### config.mk
export PLATFORM = sky130hd
export DESIGN_NAME = rmd_rx_dma_ctrl
export DESIGN_NICKNAME = d
export VERILOG_FILES = /design/src/inc/rmd_pkg.sv /design/src/inc/rmd_fifo_if.sv /design/src/design/rmd_fifo.sv /design/src/design/rmd_rx_dma_ctrl.sv
export SDC_FILE = /design/constraint.sdc
export NUM_CORES = 1
export LEC_CHECK = 0
export BUFFER_PORTS_ARGS = -buffer_cell sky130_fd_sc_hd__buf_2
export CELL_PAD_IN_SITES_DETAIL_PLACEMENT = 1
export CELL_PAD_IN_SITES_GLOBAL_PLACEMENT = 1
export CORE_MARGIN = 1
export CORE_UTILIZATION = 50
export DETAILED_ROUTE_END_ITERATION = 10
export HOLD_SLACK_MARGIN = 0.05
export PLACE_DENSITY = 0.79
export SYNTH_ARGS = -nofsm -noshare
export SYNTH_HDL_FRONTEND = slang
export SYNTH_SLANG_ARGS = --single-unit
### constraint.sdc
create_clock -name clk -period 23.6 [get_ports clk]
set_input_delay 0 -clock clk [delete_from_list [all_inputs] [get_ports clk]]
set_output_delay 0 -clock clk [all_outputs]
set_load 0.005 [all_outputs]
### src/inc/rmd_pkg.sv
// Constants and types of the receive DMA call controller
package rmd_pkg;
	localparam logic [15:0] CMD_ENABLE = 16'h5101;
	localparam logic [15:0] CMD_DISABLE = 16'h5102;
	localparam int ARG_FORCE_BIT = 0;
	localparam int RES_DONE_BIT = 29;
	localparam logic [1:0] DIS_OK = 2'h0;
	localparam logic [1:0] DIS_INVALID = 2'h1;
	localparam logic [1:0] DIS_RECEIVING = 2'h2;
	localparam logic [1:0] DIS_ALREADY = 2'h3;
	localparam logic [15:0] XFER_MIN_BYTES = 16'h0004;
	localparam logic [15:0] XFER_MAX_BYTES = 16'h0800;
	localparam int DATA_W = 32;
	localparam int FIFO_DEPTH = 16;
	localparam logic [3:0] RELEASE_CYCLES = 4'h4;
	localparam logic [31:0] RESULT_RESET = 32'h0000_0000;
	typedef enum logic [1:0] {CALL_IDLE = 2'b01, CALL_EXEC = 2'b10} rmd_call_t;
	typedef enum logic [2:0] {RX_IDLE = 3'b001, RX_PASS = 3'b010, RX_DROP = 3'b100} rmd_rx_t;
endpackage

### src/inc/rmd_fifo_if.sv
// Carrier between the controller and its frame FIFO
`timescale 1ns/1ps
`default_nettype none
interface rmd_fifo_if #(parameter int W = 33, parameter int D = 16);
	logic wrValid;
	logic wrReady;
	logic [W-1:0] wrData;
	logic rdValid;
	logic rdReady;
	logic [W-1:0] rdData;
	logic flush;
	logic [$clog2(D):0] level;
	modport fifo (input wrValid, input wrData, input rdReady, input flush,
		output wrReady, output rdValid, output rdData, output level);
	modport user (output wrValid, output wrData, output rdReady, output flush,
		input wrReady, input rdValid, input rdData, input level);
endinterface
`default_nettype wire

### src/design/rmd_fifo.sv
// Frame data FIFO with flush
`timescale 1ns/1ps
`default_nettype none
module rmd_fifo #(
	parameter int W = 33,
	parameter int DEPTH = 16
) (
	input wire logic clk,
	input wire logic rst,
	rmd_fifo_if.fifo f
);
	localparam int AW = $clog2(DEPTH);
	logic [W-1:0] mem_ff [DEPTH];
	logic [W-1:0] nxt_mem [DEPTH];
	logic [AW-1:0] wrPtr_ff, nxt_wrPtr, rdPtr_ff, nxt_rdPtr;
	logic [AW:0] count_ff, nxt_count;
	logic doWrite, doRead;

	assign f.wrReady = count_ff < (AW+1)'(DEPTH);
	assign f.rdValid = count_ff != '0;
	assign f.rdData = mem_ff[rdPtr_ff];
	assign f.level = count_ff;

	always_comb begin
		doWrite = f.wrValid && f.wrReady;
		doRead = f.rdValid && f.rdReady;
		nxt_mem = mem_ff;
		nxt_wrPtr = wrPtr_ff;
		nxt_rdPtr = rdPtr_ff;
		nxt_count = count_ff;
		if (f.flush) begin
			// Flush drops everything, including a write in the same cycle
			nxt_wrPtr = '0;
			nxt_rdPtr = '0;
			nxt_count = '0;
		end else begin
			if (doWrite) begin
				nxt_mem[wrPtr_ff] = f.wrData;
				nxt_wrPtr = wrPtr_ff + 1'b1;
			end
			if (doRead) begin
				nxt_rdPtr = rdPtr_ff + 1'b1;
			end
			nxt_count = count_ff + (AW+1)'(doWrite) - (AW+1)'(doRead);
		end
	end

	always_ff @(posedge clk or posedge rst) begin
		if (rst) begin
			for (int i = 0; i < DEPTH; i++) begin
				mem_ff[i] <= '0;
			end
			wrPtr_ff <= '0;
			rdPtr_ff <= '0;
			count_ff <= '0;
		end else begin
			mem_ff <= nxt_mem;
			wrPtr_ff <= nxt_wrPtr;
			rdPtr_ff <= nxt_rdPtr;
			count_ff <= nxt_count;
		end
	end
endmodule
`default_nettype wire

### src/design/rmd_rx_dma_ctrl.sv
// Receive DMA call controller: enable and disable calls, frame path into buffer memory
// Notes on behaviour
// - An enable call while DMA is enabled or a buffer release is still running ends as an invalid call.
// - A transfer of fewer than 4 or more than 2048 bytes raises an exception and is not moved.
// - Command code 5102h selects the disable call, which stops DMA from the MAC FIFO.
// - A forced disable discards the frame in flight, records no buffer identifier and releases the buffer.
// - A disable without force keeps the current buffer and releases nothing.
// - A disable without force is refused while a frame is being received.
// - A forced disable resets DMA even mid-frame when enabled, and does nothing when already disabled.
// - The disable result in bits 1:0 is 00 success, 01 invalid, 10 receiving, 11 already disabled.
// - Bit 29 of the result reads 0 while the call executes and 1 once it has completed.
// - Code 5101h enables DMA, which then moves each frame of 4 to 2048 bytes and acquires a buffer for it.
`timescale 1ns/1ps
`default_nettype none
module rmd_rx_dma_ctrl (
	input wire logic clk,
	input wire logic rst,
	input wire logic callValid,
	input wire logic [15:0] cmdCode,
	input wire logic [31:0] callArg,
	input wire logic [31:0] reservedArg,
	output logic [31:0] resultWord,
	output logic [31:0] secondaryResult,
	input wire logic macValid,
	input wire logic [rmd_pkg::DATA_W-1:0] macData,
	input wire logic macLast,
	input wire logic [15:0] macFrameBytes,
	output logic macReady,
	output logic memValid,
	output logic [rmd_pkg::DATA_W-1:0] memData,
	output logic memLast,
	input wire logic memReady,
	output logic bufAcquire,
	output logic bufRelease,
	output logic bufIdStrobe,
	output logic [15:0] buffer_identifier_register,
	output logic dmaEnabled,
	output logic xferError
);
	import rmd_pkg::*;
	localparam logic [4:0] READY_LIMIT = 5'(FIFO_DEPTH - 2);

	function automatic logic sizeOk(input logic [15:0] bytes);
		return (bytes >= XFER_MIN_BYTES) && (bytes <= XFER_MAX_BYTES);
	endfunction

	rmd_fifo_if #(.W(DATA_W + 1), .D(FIFO_DEPTH)) fq ();
	rmd_fifo #(.W(DATA_W + 1), .DEPTH(FIFO_DEPTH)) uFifo (
		.clk(clk),
		.rst(rst),
		.f(fq)
	);

	rmd_call_t call_ff, nxt_call;
	rmd_rx_t rx_ff, nxt_rx;
	logic [15:0] cmd_ff, nxt_cmd;
	logic [31:0] arg_ff, nxt_arg, rsv_ff, nxt_rsv, result_ff, nxt_result;
	logic enabled_ff, nxt_enabled, macReady_ff, nxt_macReady;
	logic [3:0] release_ff, nxt_release;
	logic memValid_ff, nxt_memValid, memLast_ff, nxt_memLast;
	logic [DATA_W-1:0] memData_ff, nxt_memData;
	logic acquire_ff, nxt_acquire, relPulse_ff, nxt_relPulse;
	logic idStrobe_ff, nxt_idStrobe, xferErr_ff, nxt_xferErr;
	logic [15:0] buffer_identifier_register_ff, nxt_buffer_identifier_register, frameCnt_ff, nxt_frameCnt;
	logic beat, firstBeat, releasing, rxBusy, forcing, outFree, exec, force_bit;

	//////////////////////////////////////////////////////////////////////////////
	always_comb begin
		beat = macValid && macReady_ff;
		firstBeat = beat && rx_ff == RX_IDLE;
		releasing = release_ff != '0;
		rxBusy = rx_ff != RX_IDLE || fq.rdValid || memValid_ff;
		exec = call_ff == CALL_EXEC;
		force_bit = arg_ff[ARG_FORCE_BIT];
		forcing = exec && cmd_ff == CMD_DISABLE && rsv_ff == '0 && force_bit && enabled_ff && !releasing;
		outFree = !memValid_ff || memReady;
		nxt_call = call_ff;
		nxt_cmd = cmd_ff;
		nxt_arg = arg_ff;
		nxt_rsv = rsv_ff;
		nxt_result = result_ff;
		nxt_enabled = enabled_ff;
		nxt_release = releasing ? release_ff - 4'h1 : release_ff;
		nxt_relPulse = 1'b0;
		nxt_acquire = 1'b0;
		nxt_idStrobe = 1'b0;
		nxt_buffer_identifier_register = buffer_identifier_register_ff;
		nxt_frameCnt = frameCnt_ff;
		nxt_xferErr = xferErr_ff;
		nxt_rx = rx_ff;
		unique case (call_ff)
			CALL_IDLE: begin
				if (callValid) begin
					nxt_cmd = cmdCode;
					nxt_arg = callArg;
					nxt_rsv = reservedArg;
					nxt_result = RESULT_RESET;
					nxt_call = CALL_EXEC;
				end
			end
			CALL_EXEC: begin
				nxt_call = CALL_IDLE;
				nxt_result = '0;
				nxt_result[RES_DONE_BIT] = 1'b1;
				if (rsv_ff != '0) begin
					nxt_result[0] = 1'b1;
				end else if (cmd_ff == CMD_ENABLE) begin
					if (enabled_ff || releasing) begin
						nxt_result[0] = 1'b1;
					end else begin
						nxt_enabled = 1'b1;
						nxt_xferErr = 1'b0;
					end
				end else if (cmd_ff == CMD_DISABLE) begin
					if (releasing) begin
						nxt_result[1:0] = DIS_INVALID;
					end else if (force_bit) begin
						if (!enabled_ff) begin
							nxt_result[1:0] = DIS_ALREADY;
						end else begin
							// Forced reset: drop the frame and hand the buffer back
							nxt_enabled = 1'b0;
							nxt_relPulse = 1'b1;
							nxt_release = RELEASE_CYCLES;
							nxt_result[1:0] = DIS_OK;
						end
					end else if (rxBusy) begin
						nxt_result[1:0] = DIS_RECEIVING;
					end else begin
						// Buffer stays held; nothing is released here
						nxt_enabled = 1'b0;
						nxt_result[1:0] = DIS_OK;
					end
				end else begin
					nxt_result[0] = 1'b1;
				end
			end
		endcase
		if (firstBeat) begin
			if (!sizeOk(macFrameBytes)) begin
				nxt_xferErr = 1'b1;
				nxt_rx = macLast ? RX_IDLE : RX_DROP;
			end else if (forcing) begin
				nxt_rx = macLast ? RX_IDLE : RX_DROP;
			end else begin
				nxt_acquire = 1'b1;
				nxt_rx = macLast ? RX_IDLE : RX_PASS;
			end
		end else if (beat) begin
			nxt_rx = macLast ? RX_IDLE : rx_ff;
			if (forcing && !macLast) begin
				nxt_rx = RX_DROP;
			end
		end else if (forcing && rx_ff == RX_PASS) begin
			nxt_rx = RX_DROP;
		end
		// Ready is registered and drops at 14 words, so one more word gets in and one word of headroom is left in the FIFO
		nxt_macReady = nxt_rx == RX_DROP ||
			(nxt_enabled && fq.level < READY_LIMIT && (nxt_rx == RX_PASS || !firstBeat || macLast));
		fq.wrValid = beat && !forcing && (rx_ff == RX_PASS || (firstBeat && sizeOk(macFrameBytes)));
		fq.wrData = {macLast, macData};
		fq.flush = forcing;
		fq.rdReady = outFree && !forcing;
		nxt_memValid = memValid_ff;
		nxt_memData = memData_ff;
		nxt_memLast = memLast_ff;
		if (forcing) begin
			nxt_memValid = 1'b0;
		end else if (outFree) begin
			nxt_memValid = fq.rdValid;
			nxt_memData = fq.rdData[DATA_W-1:0];
			nxt_memLast = fq.rdData[DATA_W];
		end
		if (!forcing && memValid_ff && memReady && memLast_ff) begin
			nxt_idStrobe = 1'b1;
			nxt_buffer_identifier_register = frameCnt_ff;
			nxt_frameCnt = frameCnt_ff + 16'h0001;
		end
	end

	always_ff @(posedge clk or posedge rst) begin
		if (rst) begin
			call_ff <= CALL_IDLE;
			rx_ff <= RX_IDLE;
			cmd_ff <= '0;
			arg_ff <= '0;
			rsv_ff <= '0;
			result_ff <= RESULT_RESET;
			enabled_ff <= 1'b0;
			macReady_ff <= 1'b0;
			release_ff <= '0;
			memValid_ff <= 1'b0;
			memData_ff <= '0;
			memLast_ff <= 1'b0;
			acquire_ff <= 1'b0;
			relPulse_ff <= 1'b0;
			idStrobe_ff <= 1'b0;
			buffer_identifier_register_ff <= '0;
			frameCnt_ff <= '0;
			xferErr_ff <= 1'b0;
		end else begin
			call_ff <= nxt_call;
			rx_ff <= nxt_rx;
			cmd_ff <= nxt_cmd;
			arg_ff <= nxt_arg;
			rsv_ff <= nxt_rsv;
			result_ff <= nxt_result;
			enabled_ff <= nxt_enabled;
			macReady_ff <= nxt_macReady;
			release_ff <= nxt_release;
			memValid_ff <= nxt_memValid;
			memData_ff <= nxt_memData;
			memLast_ff <= nxt_memLast;
			acquire_ff <= nxt_acquire;
			relPulse_ff <= nxt_relPulse;
			idStrobe_ff <= nxt_idStrobe;
			buffer_identifier_register_ff <= nxt_buffer_identifier_register;
			frameCnt_ff <= nxt_frameCnt;
			xferErr_ff <= nxt_xferErr;
		end
	end

	assign resultWord = result_ff;
	assign secondaryResult = RESULT_RESET;
	assign macReady = macReady_ff;
	assign memValid = memValid_ff;
	assign memData = memData_ff;
	assign memLast = memLast_ff;
	assign bufAcquire = acquire_ff;
	assign bufRelease = relPulse_ff;
	assign bufIdStrobe = idStrobe_ff;
	assign buffer_identifier_register = buffer_identifier_register_ff;
	assign dmaEnabled = enabled_ff;
	assign xferError = xferErr_ff;

	//////////////////////////////////////////////////////////////////////////////
	property p_callDone;
		@(posedge clk) disable iff (rst) call_ff == CALL_IDLE && callValid |=> !resultWord[29] ##1 resultWord[29];
	endproperty
	a_callDone: assert property (p_callDone) else $error("call completion bit wrong");
	property p_enableTwice;
		@(posedge clk) disable iff (rst) exec && cmd_ff == CMD_ENABLE && (enabled_ff || releasing) |=> resultWord[0];
	endproperty
	a_enableTwice: assert property (p_enableTwice) else $error("reentrant enable not refused");
	property p_sizeErr;
		// An earlier good frame may still sit in the output stage, so watch the FIFO write instead
		@(posedge clk) disable iff (rst) firstBeat && !sizeOk(macFrameBytes) |-> !fq.wrValid ##1 (xferError && !bufAcquire);
	endproperty
	a_sizeErr: assert property (p_sizeErr) else $error("bad transfer size not trapped");
	property p_disableOk;
		@(posedge clk) disable iff (rst)
			exec && cmd_ff == CMD_DISABLE && rsv_ff == '0 && !force_bit && !rxBusy && !releasing |=> !dmaEnabled && !bufRelease;
	endproperty
	a_disableOk: assert property (p_disableOk) else $error("plain disable misbehaved");
	property p_forced;
		@(posedge clk) disable iff (rst) forcing |=> bufRelease && !dmaEnabled && !memValid && !bufIdStrobe;
	endproperty
	a_forced: assert property (p_forced) else $error("forced disable did not discard");
	property p_noRelease;
		@(posedge clk) disable iff (rst) bufRelease |-> $past(forcing);
	endproperty
	a_noRelease: assert property (p_noRelease) else $error("buffer released without force");
	property p_refuseBusy;
		@(posedge clk) disable iff (rst) exec && cmd_ff == CMD_DISABLE && rsv_ff == '0 && !force_bit && rxBusy &&
			!releasing |=> resultWord[1:0] == 2'h2 && dmaEnabled == $past(enabled_ff);
	endproperty
	a_refuseBusy: assert property (p_refuseBusy) else $error("disable not refused mid-frame");
	property p_already;
		@(posedge clk) disable iff (rst) exec && cmd_ff == CMD_DISABLE && rsv_ff == '0 && force_bit && !enabled_ff &&
			!releasing |=> resultWord[1:0] == 2'h3 && !bufRelease;
	endproperty
	a_already: assert property (p_already) else $error("already-disabled code wrong");
	property p_zeroBits;
		@(posedge clk) disable iff (rst) resultWord[28:2] == '0 && resultWord[31:30] == '0 && secondaryResult == '0;
	endproperty
	a_zeroBits: assert property (p_zeroBits) else $error("unused result bits not zero");
	property p_enableOk;
		@(posedge clk) disable iff (rst) exec && cmd_ff == CMD_ENABLE && rsv_ff == '0 && !enabled_ff && !releasing
			|=> dmaEnabled && resultWord == 32'h2000_0000;
	endproperty
	a_enableOk: assert property (p_enableOk) else $error("enable call failed");
	property p_releaseBusy;
		@(posedge clk) disable iff (rst) exec && cmd_ff == CMD_DISABLE && rsv_ff == '0 && releasing
			|=> resultWord[1:0] == 2'h1;
	endproperty
	a_releaseBusy: assert property (p_releaseBusy) else $error("disable during release not invalid");
	c_frame: cover property (@(posedge clk) disable iff (rst) bufIdStrobe);
	c_forcedMid: cover property (@(posedge clk) disable iff (rst) forcing && rx_ff == RX_PASS);
	c_refused: cover property (@(posedge clk) disable iff (rst) exec && cmd_ff == CMD_DISABLE && rxBusy);
	c_fifoFull: cover property (@(posedge clk) disable iff (rst) !fq.wrReady);
endmodule
`default_nettype wire

==> impl_metrics.csv <==
group,metric,value,unit
run_status,status,"completed",
floorplanning,die_h,251,um
grt,overflow,0,
synthesis,yosysWarnings,0,
timing,worst_pin_slew,1.37,ns
synthesis,yosys.area_share.simple,4.42,%
synthesis,synth_top_family_by_area,"multiplexers",
synthesis,ys.flop_type,"dfrtp_1",
worst_hold_path,hp-class,"primary input to flop",
synthesis,avgSynthCellArea,14.2,sq um
timing,rsz0062_at_grt,"false",
synthesis,async_flop_share,100,%
timing,tns,0,ns
clock_network,clk_latency,0.62,ns
route,detail-route-antenna-nets,0,
floorplanning,ioPinCount,254,
clock_network,cts_resized,0,
route,vias,19100,
timing,maxSlewViolCount,0,
clock_network,cts_tree,"done",
setup_path,startpoint_type,"flop",
grt,first_global_vias,21700,
route,routed_wire_length_per_instance,25.0,um
finish,num_antenna_cells,0,
synthesis,synth_most_common_cell,"dfrtp_1",
timing,setup_viol,0,
floorplanning,initial_core_util,51.0,%
clock_network,cts_max_level,3,
route,drcViolationCount,0,
place,hpwl,43900,um
timing,period_needed,4.19,ns
pwr,ir_worst_vdd,0.0000931,V
place,routabilityCongestion,0.755,
clock_network,ctsHoldBuffers,89,
floorplanning,die-area,63100,sq um
timing,fmax,239,MHz
synthesis,synth_area_leaders,"dfrtp_1, mux2_2, mux4_2, mux2i_1, mux2_4",
grt,antenna_found_initial,1,
setup_path,critical_path_class,"flop to flop",
place,io_buffers,161,
clock_network,cts_inserted_buffers,73,
setup_path,cp.required,24.09,ns
synthesis,synth_compound_area_share,4.15,%
synthesis,muxShareOfSynthArea,31.4,%
route,viasPerCell,5.94,
synthesis,synth_xor_area_share,0.649,%
clock_network,clk_pin_slew,0.06,ns
synthesis,post-synth-top-area-cell,"dfrtp_1",
clock_network,cts-root-buf,"clkbuf_16",
finish,drive_above_1_share,39.9,%
clock_network,clockBufferDepth,3,
floorplanning,core,60800,sq um
synthesis,synth_commonest_cells,"dfrtp_1, mux2_2, mux2i_1",
finish,layout.nets,2529,
setup_path,cp_max_fo,21,
synthesis,synth_seq_cells,674,
setup_path,critPathArrivalTime,4.67,ns
pwr,total_leakage_power,0.0176,uW
timing,skew,0.0196,ns
clock_network,postCtsSetupBuffers,0,
grt,grt_pass1_wl,128000,um
place,dp.cells,2997,
clock_network,cts.sinks,674,
synthesis,syn-instance-count,2187,
setup_path,cp-end-kind,"flop",
route,first_pass_iters,5,
synthesis,synth_edf_count,0,
flow_run,drv_cap,0,
route,wirelength,80300,um
timing,slew_headroom,8.43,%
synthesis,synth_fa_ha_area_share,0.669,%
synthesis,synthesis.area,31000,sq um
grt,grt.total_usage,26.2,%
route,first_iter_violations,941,
finish,area_growth,14.5,%
timing,min_period_over_period,17.7,%
synthesis,synth_top_cell_area_share,54.2,%
synthesis,ys_seq_area_share,54.4,%
floorplanning,rows,90,
grt,grt_max_degree,200,
pwr,powerDensity,91.5,nW/um^2
timing,hold_viol_final,0,
floorplanning,fp.dieW,251,um
synthesis,yosysUniqueCellTypes,61,
finish,fin_cells,3218,
worst paths after layout:
kind	start	end	slack, ns	depth (start not counted)
setup reg to reg	release_ff[0]$_DFF_PP0_	uFifo.mem_ff[229]$_DFFE_PP0P_	19.41	9
min in group asynchronous	rst	buffer_identifier_register[11]$_DFFE_PP0P_	0.18	3
setup / recovery	release_ff[0]$_DFF_PP0_	uFifo.mem_ff[229]$_DFFE_PP0P_	19.41	9
hold reg to reg	memData[1]$_DFFE_PP0N_	memData[1]$_DFFE_PP0N_	0.48	2
max in group asynchronous	rst	uFifo.mem_ff[252]$_DFFE_PP0P_	21.78	4
hold / removal	reservedArg[16]	rsv_ff[16]$_DFFE_PP0P_	0.16	3
power by group:
part | switching (uW) | total (uW) | internal (uW)
clock network | 475 | 1200 | 728
registers | 123 | 1370 | 1240
logic | 403 | 681 | 278
total | 1000 | 3250 | 2250
logic make-up after synthesis:
family | count (synthesis)
buffers and inverters | 246
AOI/OAI and AO/OA | 163
DFF | 674
and+or+nand+nor | 269
adders and majority gates | 16
muxes | 795
other | 1
xor gates and xnor gates | 23
flip-flops by register name, indices dropped and copies added, names as in the netlist:
name	cells
macReady	1
frameCnt_ff	16
rsv_ff	32
uFifo.rdPtr_ff	4
uFifo.mem_ff	528
release_ff	4
bufIdStrobe	1
uFifo.wrPtr_ff	4
buffer_identifier_register	16
arg_ff	1
bufAcquire	1
memData	32
memLast	1
rx_ff	3
cmd_ff	16
resultWord	3
uFifo.f.level	5
call_ff	2
memValid	1
dmaEnabled	1
xferError	1
bufRelease	1
metrics by stage:
stage               area [sq um]  total power, uW  utilization, %  worst slack [ns]  hold slack, ns
floorplan                  31300             1820               -              4.71           0.135
global placement           32100             2020            52.8             19.57           0.232
detailed placement         32100             2040            52.8             19.44           0.237
CTS                        35500             3270            58.4             19.41           0.129
global route               35500             3380            58.4             19.15           0.158
finish                     35500             3250            58.4             19.41           0.159
cell type report:
type | count | area [sq um]
fillers | 5739 | 25300
inverters | 20 | 82.6
well taps | 782 | 978
flip-flops and latches | 674 | 16900
clock inverters | 22 | 274
multi-input cells | 1327 | 13100
repair buffers | 283 | 1980
clock buffers | 110 | 2260
cells in the final DEF (no fill, tap or decap), types with 15 or more instances in the layout:
| master | instances |
|---|---|
| buf_4 | 30 |
| clkbuf_8 | 21 |
| nor4_1 | 22 |
| xnor2_1 | 15 |
| o21ai_0 | 42 |
| nand4_1 | 18 |
| dfrtp_1 | 669 |
| mux2_2 | 504 |
| buf_2 | 161 |
| mux4_2 | 66 |
| conb_1 | 61 |
| nor2_1 | 31 |
| clkbuf_16 | 77 |
| ha_1 | 15 |
| nand2_1 | 124 |
| mux2_4 | 60 |
| mux2i_1 | 135 |
| o221ai_1 | 99 |
| inv_1 | 19 |
| dlygate4sd3_1 | 89 |
| mux2_1 | 30 |
per-layer routing:
metal  share of wire [%]  track usage, %  vias up
li1                    -               -     8267
met1                  42            34.0    10300
met2                  52            45.5      392
met3                 3.7            4.11      138
met4                 2.6            7.61        2
met5               0.014               0        -
worst max-delay path, cell delays in order (launching register included):
cell and delay (ns):
dfrtp_1 0.38, inv_1 0.10, ha_1 0.19, nor3b_2 0.45, nand3_1 0.21, nor4_4 0.46, nor2_1 0.26, nand4_1 0.99
buf_4 0.61, mux2_2 0.40
Note: power is estimated with default switching activity, not from simulation.
